[src/hdl/wdtrc_pkg.sv]
package wdtrc_pkg;

   // ****************************************************************
   // Register map
   // ****************************************************************
   localparam logic [7:0] WDT_CTRL_OFFS    = 8'h60;
   localparam logic [7:0] RST_CAUSE_OFFS   = 8'h64;

   // Watchdog control/status fields
   localparam int         IRQ_FLAG_BIT     = 7;
   localparam int         IRQ_EN_BIT       = 6;
   localparam int         SEL_HI_BIT       = 5;
   localparam int         UNLOCK_BIT       = 4;
   localparam int         RST_EN_BIT       = 3;
   localparam int         SEL_LO_MSB       = 2;
   localparam logic [7:0] WDT_CTRL_RESET   = 8'h00;

   // Reset cause fields
   localparam int         DEBUG_FLAG_BIT   = 4;
   localparam int         WDOG_FLAG_BIT    = 3;
   localparam int         DROP_FLAG_BIT    = 2;
   localparam int         PIN_FLAG_BIT     = 1;
   localparam int         POWER_FLAG_BIT   = 0;
   localparam logic [4:0] RST_CAUSE_RESET  = 5'h01;

   // ****************************************************************
   // Timing
   // ****************************************************************
   localparam int         UNLOCK_CYCLES    = 4;
   localparam int         OSC_FREQ_KHZ     = 128;
   localparam int         BASE_OSC_CYCLES  = 2048;
   localparam int         LAST_SEL_CODE    = 9;
   localparam int         TOUT_CNT_W       = 20;

   // ****************************************************************
   // Carriers
   // ****************************************************************
   typedef struct packed {
      logic debug_port;
      logic supply_drop;
      logic pin;
      logic power_up;
   } wdtrc_rst_src_s;

endpackage

[src/hdl/wdtrc_osc_sync.sv]
`timescale 1ns/10ps
module wdtrc_osc_sync (
   // Clock and reset
   input  wire logic pclk,
   input  wire logic presetn,
   // Oscillator level in, one pulse per rising edge out
   input  wire logic osc_in,
   output logic      osc_tick_q
);

   // ****************************************************************
   // Two-stage synchroniser, then edge detect on the second stage
   // ****************************************************************
   logic meta_q;
   logic sync_q;
   logic prev_q;

   always_ff @(posedge pclk or negedge presetn) begin
      if (!presetn) begin
         meta_q     <= 1'b0;
         sync_q     <= 1'b0;
         prev_q     <= 1'b0;
         osc_tick_q <= 1'b0;
      end else begin
         meta_q     <= osc_in;
         sync_q     <= meta_q;
         prev_q     <= sync_q;
         osc_tick_q <= sync_q & ~prev_q;
      end
   end

endmodule

[src/hdl/wdtrc_counter.sv]
`timescale 1ns/10ps
module wdtrc_counter #(
   parameter int BASE_CYCLES = wdtrc_pkg::BASE_OSC_CYCLES,
   parameter int CNT_W       = wdtrc_pkg::TOUT_CNT_W
) (
   // Clock and reset
   input  wire logic       pclk,
   input  wire logic       presetn,
   // Control
   input  wire logic       osc_tick,
   input  wire logic       run,
   input  wire logic       restart,
   input  wire logic [3:0] sel,
   // Event
   output logic            timeout_q
);

   logic [CNT_W-1:0] count_q;
   logic [CNT_W-1:0] last;
   logic [3:0]       sel_eff;

   // Reserved codes clamp to the longest period rather than stopping
   always_comb begin
      sel_eff = (sel > 4'(wdtrc_pkg::LAST_SEL_CODE)) ? 4'(wdtrc_pkg::LAST_SEL_CODE) : sel;
      last    = CNT_W'((BASE_CYCLES << sel_eff) - 1);
   end

   always_ff @(posedge pclk or negedge presetn) begin
      if (!presetn) begin
         count_q   <= '0;
         timeout_q <= 1'b0;
      end else begin
         timeout_q <= 1'b0;
         if (restart || !run) begin
            count_q <= '0;
         end else if (osc_tick) begin
            // Compare with >= so a shorter period still ends the count
            if (count_q >= last) begin
               count_q   <= '0;
               timeout_q <= 1'b1;
            end else begin
               count_q <= count_q + CNT_W'(1);
            end
         end
      end
   end

endmodule

[src/hdl/wdtrc_top.sv]
// Implementation choice: the APB register port.
`timescale 1ns/10ps
module wdtrc_top #(
   parameter int BASE_CYCLES = wdtrc_pkg::BASE_OSC_CYCLES
) (
   // Clock and reset
   input  wire logic                     pclk,
   input  wire logic                     presetn,
   // APB slave
   input  wire logic                     psel,
   input  wire logic                     penable,
   input  wire logic                     pwrite,
   input  wire logic [7:0]               paddr,
   input  wire logic [31:0]              pwdata,
   output logic      [31:0]              prdata,
   output logic                          pready,
   output logic                          pslverr,
   // Watchdog oscillator
   input  wire logic                     wdt_osc,
   // Processor side
   input  wire logic                     global_irq_en,
   input  wire logic                     irq_vector_ack,
   input  wire logic                     wdt_restart,
   input  wire logic                     always_on_fuse,
   // Other reset sources, one-cycle pulses
   input  wire wdtrc_pkg::wdtrc_rst_src_s rst_src,
   // Outputs
   output logic                          wdt_irq,
   output logic                          wdt_sys_reset
);

   // ****************************************************************
   // Declarations
   // ****************************************************************
   logic [31:0] prdata_q;
   logic        pready_q;
   logic        pslverr_q;
   logic        irq_flag_q;
   logic        irq_en_q;
   logic        rst_en_q;
   logic        unlock_q;
   logic [1:0]  unlock_cnt_q;
   logic [3:0]  sel_q;
   logic [4:0]  cause_q;
   logic [4:0]  cause_d;
   logic        wdt_irq_q;
   logic        wdt_sys_reset_q;
   logic        osc_tick;
   logic        timeout;
   logic        setup;
   logic        wr_acc;
   logic        wr_ctrl;
   logic        wr_cause;
   logic        unlock_write;
   logic        fuse_prog;
   logic        rst_en_eff;
   logic        irq_en_eff;
   logic        tout_irq;
   logic        tout_rst;
   logic        combined;
   logic [7:0]  ctrl_rd;

   // ****************************************************************
   // Decode and mode
   // ****************************************************************
   assign setup        = psel & ~penable;
   assign wr_acc       = psel & penable & pready_q & pwrite;
   assign wr_ctrl      = wr_acc & (paddr == wdtrc_pkg::WDT_CTRL_OFFS);
   assign wr_cause     = wr_acc & (paddr == wdtrc_pkg::RST_CAUSE_OFFS);
   assign unlock_write = wr_ctrl & pwdata[wdtrc_pkg::UNLOCK_BIT] & pwdata[wdtrc_pkg::RST_EN_BIT];

   assign fuse_prog  = ~always_on_fuse;
   assign rst_en_eff = rst_en_q | cause_q[wdtrc_pkg::WDOG_FLAG_BIT] | fuse_prog;
   assign irq_en_eff = irq_en_q & ~fuse_prog;
   assign combined   = rst_en_eff & irq_en_eff;

   // Mode table: irq only, reset only, irq then reset
   assign tout_irq = timeout & irq_en_eff & ~(rst_en_eff & irq_flag_q);
   assign tout_rst = timeout & rst_en_eff & (~irq_en_eff | irq_flag_q);

   assign ctrl_rd = {irq_flag_q, irq_en_eff, sel_q[3], unlock_q,
                     rst_en_eff, sel_q[2:0]};

   // ****************************************************************
   // Oscillator and counter
   // ****************************************************************
   wdtrc_osc_sync u_sync (
      .pclk       (pclk),
      .presetn    (presetn),
      .osc_in     (wdt_osc),
      .osc_tick_q (osc_tick)
   );

   wdtrc_counter #(
      .BASE_CYCLES (BASE_CYCLES),
      .CNT_W       (wdtrc_pkg::TOUT_CNT_W)
   ) u_counter (
      .pclk      (pclk),
      .presetn   (presetn),
      .osc_tick  (osc_tick),
      .run       (rst_en_eff | irq_en_eff),
      .restart   (wdt_restart),
      .sel       (sel_q),
      .timeout_q (timeout)
   );

   // ****************************************************************
   // APB slave: one wait-free access phase, read data captured at setup
   // ****************************************************************
   always_ff @(posedge pclk or negedge presetn) begin
      if (!presetn) begin
         pready_q  <= 1'b0;
         pslverr_q <= 1'b0;
         prdata_q  <= 32'h0000_0000;
      end else begin
         pready_q  <= setup;
         pslverr_q <= 1'b0;
         // State read at setup keeps pready registered with no wait state
         if (setup) begin
            unique case (paddr)
               wdtrc_pkg::WDT_CTRL_OFFS:  prdata_q <= {24'h00_0000, ctrl_rd};
               wdtrc_pkg::RST_CAUSE_OFFS: prdata_q <= {27'h000_0000, cause_q};
               default: begin
                  prdata_q  <= 32'h0000_0000;
                  pslverr_q <= 1'b1;
               end
            endcase
         end
      end
   end

   // ****************************************************************
   // Timed unlock window
   // ****************************************************************
   always_ff @(posedge pclk or negedge presetn) begin
      if (!presetn) begin
         unlock_q     <= wdtrc_pkg::WDT_CTRL_RESET[wdtrc_pkg::UNLOCK_BIT];
         unlock_cnt_q <= 2'h0;
      end else if (unlock_write) begin
         unlock_q     <= 1'b1;
         unlock_cnt_q <= 2'(wdtrc_pkg::UNLOCK_CYCLES - 1);
      end else if (wr_ctrl) begin
         unlock_q <= 1'b0;
      end else if (unlock_q) begin
         if (unlock_cnt_q == 2'h0) begin
            unlock_q <= 1'b0;
         end else begin
            unlock_cnt_q <= unlock_cnt_q - 2'h1;
         end
      end
   end

   // ****************************************************************
   // Control fields
   // ****************************************************************
   always_ff @(posedge pclk or negedge presetn) begin
      if (!presetn) begin
         rst_en_q <= wdtrc_pkg::WDT_CTRL_RESET[wdtrc_pkg::RST_EN_BIT];
      end else if (cause_q[wdtrc_pkg::WDOG_FLAG_BIT]) begin
         rst_en_q <= 1'b1;
      end else if (wr_ctrl && pwdata[wdtrc_pkg::RST_EN_BIT]) begin
         rst_en_q <= 1'b1;
      end else if (wr_ctrl && unlock_q) begin
         rst_en_q <= 1'b0;
      end
   end

   always_ff @(posedge pclk or negedge presetn) begin
      if (!presetn) begin
         sel_q <= {wdtrc_pkg::WDT_CTRL_RESET[wdtrc_pkg::SEL_HI_BIT],
                   wdtrc_pkg::WDT_CTRL_RESET[wdtrc_pkg::SEL_LO_MSB:0]};
      end else if (wr_ctrl && unlock_q) begin
         sel_q <= {pwdata[wdtrc_pkg::SEL_HI_BIT], pwdata[wdtrc_pkg::SEL_LO_MSB:0]};
      end
   end

   // Handler entry drops the enable only in combined mode
   always_ff @(posedge pclk or negedge presetn) begin
      if (!presetn) begin
         irq_en_q <= wdtrc_pkg::WDT_CTRL_RESET[wdtrc_pkg::IRQ_EN_BIT];
      end else if (wr_ctrl) begin
         irq_en_q <= pwdata[wdtrc_pkg::IRQ_EN_BIT];
      end else if (irq_vector_ack && combined) begin
         irq_en_q <= 1'b0;
      end
   end

   // A time-out in the same cycle as a clear keeps the flag set
   always_ff @(posedge pclk or negedge presetn) begin
      if (!presetn) begin
         irq_flag_q <= wdtrc_pkg::WDT_CTRL_RESET[wdtrc_pkg::IRQ_FLAG_BIT];
      end else if (tout_irq) begin
         irq_flag_q <= 1'b1;
      end else if (irq_vector_ack || (wr_ctrl && pwdata[wdtrc_pkg::IRQ_FLAG_BIT])) begin
         irq_flag_q <= 1'b0;
      end
   end

   // ****************************************************************
   // Reset cause flags
   // ****************************************************************
   always_comb begin
      cause_d = cause_q;
      if (wr_cause) begin
         cause_d = cause_q & pwdata[4:0];
      end
      if (rst_src.power_up) begin
         cause_d = 5'h00;
      end
      // Sets come last so they win over any clear
      if (rst_src.power_up) begin
         cause_d[wdtrc_pkg::POWER_FLAG_BIT] = 1'b1;
      end
      if (rst_src.debug_port) begin
         cause_d[wdtrc_pkg::DEBUG_FLAG_BIT] = 1'b1;
      end
      if (tout_rst) begin
         cause_d[wdtrc_pkg::WDOG_FLAG_BIT] = 1'b1;
      end
      if (rst_src.supply_drop) begin
         cause_d[wdtrc_pkg::DROP_FLAG_BIT] = 1'b1;
      end
      if (rst_src.pin) begin
         cause_d[wdtrc_pkg::PIN_FLAG_BIT] = 1'b1;
      end
   end

   always_ff @(posedge pclk or negedge presetn) begin
      if (!presetn) begin
         cause_q <= wdtrc_pkg::RST_CAUSE_RESET;
      end else begin
         cause_q <= cause_d;
      end
   end

   // ****************************************************************
   // Outputs
   // ****************************************************************
   always_ff @(posedge pclk or negedge presetn) begin
      if (!presetn) begin
         wdt_irq_q       <= 1'b0;
         wdt_sys_reset_q <= 1'b0;
      end else begin
         wdt_irq_q       <= irq_flag_q & irq_en_eff & global_irq_en;
         wdt_sys_reset_q <= tout_rst;
      end
   end

   assign prdata        = prdata_q;
   assign pready        = pready_q;
   assign pslverr       = pslverr_q;
   assign wdt_irq       = wdt_irq_q;
   assign wdt_sys_reset = wdt_sys_reset_q;
endmodule

[config.mk]
export PLATFORM = sky130hd
export DESIGN_NAME = wdtrc_top
export DESIGN_NICKNAME = d
export VERILOG_FILES = /design/src/hdl/wdtrc_pkg.sv /design/src/hdl/wdtrc_osc_sync.sv /design/src/hdl/wdtrc_counter.sv /design/src/hdl/wdtrc_top.sv
export SDC_FILE = /design/constraint.sdc
export NUM_CORES = 1
export LEC_CHECK = 0
export BUFFER_PORTS_ARGS = -buffer_cell sky130_fd_sc_hd__buf_2
export CAP_MARGIN = 20
export CORE_UTILIZATION = 45
export CTS_BUF_LIST = sky130_fd_sc_hd__clkbuf_2 sky130_fd_sc_hd__clkbuf_4 sky130_fd_sc_hd__clkbuf_8
export CTS_CLUSTER_SIZE = 25
export DETAILED_ROUTE_END_ITERATION = 10
export PLACE_DENSITY_LB_ADDON = 0.2
export SLEW_MARGIN = 5
export SYNTH_ARGS = -nofsm -noshare
export SYNTH_HDL_FRONTEND = slang
export SYNTH_SLANG_ARGS = --single-unit
[constraint.sdc]
create_clock -name pclk -period 4.2 [get_ports pclk]
set_clock_uncertainty 0.15 [all_clocks]
set_input_delay 0.21 -clock pclk [delete_from_list [all_inputs] [get_ports pclk]]
set_output_delay 0.21 -clock pclk [all_outputs]
set_load 0.01 [all_outputs]
==> key figures <==
Layout
  – Area growth syn-to-layout: 12.7%
  – # fillers: 574
  – Share of layout cells above drive strength 1: 0.191
  – Multi-input gate area: 1410 µm²
  – Layout Utilization: 0.538
  – Antenna cells: 0
  – Reg area: 1300 µm²
  – # nets final: 415

Yosys
  – #FFs+latches synth: 52
  – Synthesized area: 2910 µm²
  – Yosys warns: 0
  – Mapped Cells: 301
  – Syn avg cell area: 9.67 µm²
  – EDFF count, synth: 0
  – Seq/Total Area, Yosys: 0.447
  – Distinct cells, synth: 52
  – Top FF cell, synth: dfrtp_1
  – Post-synth ARST share: 1.00

Global route
  – Tot GR Track Use: 0.177
  – Wire length of the first global-routing pass: 8980 µm
  – Initial antenna violation count: 0
  – Gr ovfl total: 0
  – Largest net degree at the start of global routing: 53
  – Vias in the first global route: 1966

Floorplanning
  – Ports: 90
  – Die boundary width: 82.4 µm
  – Die area: 6800 µm²
  – Die height: 82.4 µm
  – Initial Utilization: 0.478
  – Area of the core: 6100 µm²
  – Rows: 28

STA
  – Slew Limit Fails: 0
  – Achievable frequency: 293 MHz
  – # setup viols final: 0
  – Final Cycle Share: 0.812
  – Setup TNS: 0 ns
  – Slew @ Worst Pin: 0.706 ns
  – RSZ-0062 raised after global routing: no
  – Min Tclk post-route: 3.41 ns
  – Relative slew slack: 0.528
  – Final hold violations: 0

Setup path
  – Worst EP required: 4.22 ns
  – Worst r2r dst: u_counter.count_q[3]
  – CP Max Fanout: 15
  – Startpoint types: register
  – Worst Setup End Kind: register
  – Reg2Reg Depth: 12
  – Worst R2R Start: sel_q[1]
  – Crit path kind: reg -> reg
  – R2R setup slack: 0.79 ns
  – WP data arrival: 3.43 ns

Route
  – Met2 WL post-DR: 2500 µm
  – Vias/cell: 5.12
  – Residual DRC count: 0
  – Initial DRC Count: 73
  – Routed length per instance: 12.7 µm
  – M1 wire length: 2660 µm
  – Top Metal Used: met4
  – WL met3: 159 µm
  – Final WL: 5390 µm
  – DR vias: 2178
  – Detail Route Antenna Nets: 0
  – Drt pass-1 iters: 4

Clocking
  – CTS clock-pin slew for the worst setup and hold paths: 0.11 ns
  – CTS tree: yes
  – H-tree Lvls: 2
  – Root Driver: clkbuf_8
  – Setup bufs post-CTS: 0
  – Post-CTS Resized: 0
  – Clk sink count: 52
  – Clk buf depth: 2
  – Clk_lat worst skew: 0.32 ns
  – Clock buffer count from CTS: 5
  – Hold Buf Count CTS: 11

Status
  – Status: finished, final reports clean

Worst hold path
  – Hold Crit Class: in -> reg
  – Worst hold stages: 3
  – Min-delay src: pwdata[3]
  – Min-Delay Endpoint: cause_q[3]

Pwr
  – PwrDens: 270 nW/µm²
  – Leak: 1.57 nW
  – Peak VDD IR: 0.000193 V

Run
  – MaxCap Viol Count: 0

Placement
  – I/O Buffers: 41
  – RePlAce Congestion: 0.766
  – Post-DP HPWL: 3980 µm
## worst max-delay path: stages (launching register included)
cell	delay [ns]
dfrtp_1	0.50
nor2_1	0.20
nand3_1	0.11
ha_1	0.31
nor3_1	0.16
a21oi_1	0.06
o21a_1	0.19
ha_1	0.29
nand2_1	0.08
nor4_1	0.33
a221oi_2	0.16
o211ai_2	0.61
nor2_1	0.12
## registers in the layout, indices dropped and copies added, names as in the netlist
signal,flops
rst_en_q,1
irq_flag_q,1
sel_q,4
pslverr,1
wdt_irq,1
pready,1
u_sync.meta_q,1
irq_en_q,1
u_counter.timeout_q,1
u_sync.sync_q,1
unlock_q,1
wdt_sys_reset,1
prdata,8
u_sync.prev_q,1
u_counter.count_q,20
unlock_cnt_q,2
u_sync.osc_tick_q,1
cause_q,5
## cell usage in the layout (no fill, tap or decap), types with 6 or more instances in the layout
cell type	synthesis	layout
nand3_1	12	12
nand4_1	7	7
dlygate4sd3_1	0	11
conb_1	1	24
nand2b_1	7	7
xor2_1	10	10
nor2_1	24	24
buf_2	1	41
dfrtp_1	51	51
o21ai_0	14	14
inv_1	13	13
xnor2_1	6	6
ha_1	12	12
nand2_1	30	30
a21oi_1	8	8
nor2b_1	7	7
## worst max-delay path by stage
| stage | depth (start not counted) | slack [ns] | start | end |
|---|---|---|---|---|
| 2_1_floorplan | 15 | 1.08 | sel_q[1] | u_counter.count_q[9] |
| 3_3_place_gp | 12 | 0.85 | sel_q[1] | u_counter.count_q[2] |
| 3_5_place_dp | 12 | 0.76 | sel_q[1] | u_counter.count_q[3] |
| 4_1_cts | 12 | 0.75 | sel_q[1] | u_counter.count_q[3] |
| 5_1_grt | 12 | 0.50 | sel_q[1] | u_counter.count_q[10] |
| 6_report | 12 | 0.79 | sel_q[1] | u_counter.count_q[3] |
## per-layer routing
| layer | GRT usage | vias to the layer above |
|---|---|---|
| met1 | 0.255 | 1042 |
| met2 | 0.263 | 44 |
| met3 | 0.0363 | 5 |
| met4 | 0.0614 | 0 |
| li1 | - | 1087 |
| met5 | 0 | - |
## cell type report
cell class                 count  share of cell area
multi-input combinational    223               0.429
sequential                    52               0.397
timing repair buffer          54               0.101
tap                           75              0.0286
clock buffer                   5              0.0210
inverter                      13              0.0149
clock inverter                 3             0.00839
## stage by stage
step | instance area [µm²] | cells | setup slack (ns) | total power (W) | hold slack [ns]
global placement | 3070 | 406 | 0.849 | 0.000585 | 0.170
global route | 3280 | 425 | 0.503 | 0.000925 | 0.00549
floorplan | 3000 | 324 | 1.08 | 0.000572 | -0.236
CTS | 3280 | 425 | 0.750 | 0.000896 | 0.00820
finish | 3280 | 425 | 0.789 | 0.000885 | 0.0137
detailed placement | 3070 | 406 | 0.763 | 0.000585 | 0.170
## cell usage after synthesis, drive strengths merged, types with 2 or more instances
cell type	number	share of area
a21oi	8	0.014
a31oi	3	0.0064
and3	6	0.015
buf	27	0.070
clkbuf	9	0.012
dfrtp	51	0.44
ha	12	0.052
inv	13	0.017
mux2	5	0.019
mux2i	4	0.014
nand2	30	0.039
nand2b	7	0.015
nand3	12	0.021
nand4	7	0.015
nor2	25	0.033
nor2b	7	0.015
nor3	5	0.0086
nor3b	2	0.0052
nor4	4	0.014
o211ai	2	0.0069
o21ai	15	0.026
o31ai	5	0.013
o41ai	3	0.0090
or3	3	0.0082
or3b	3	0.0090
or4b	2	0.0095
xnor2	6	0.018
xor2	10	0.030
## where the power goes
| group | switching, W | internal (W) |
|---|---|---|
| combinational | 0.0000440 | 0.0000285 |
| clock | 0.000180 | 0.000123 |
| sequential | 0.00000278 | 0.000507 |
## kinds of logic after synthesis
| family | synth area share |
|---|---|
| AOI/OAI and AO/OA | 0.104 |
| muxes | 0.0331 |
| buffers and inverters | 0.0984 |
| and+or+nand+nor | 0.216 |
| adders and majority gates | 0.0516 |
| xor gates and xnor gates | 0.0481 |
| other | 0.00129 |
| DFF | 0.447 |
No activity file was read; power rests on OpenSTA's default activity.
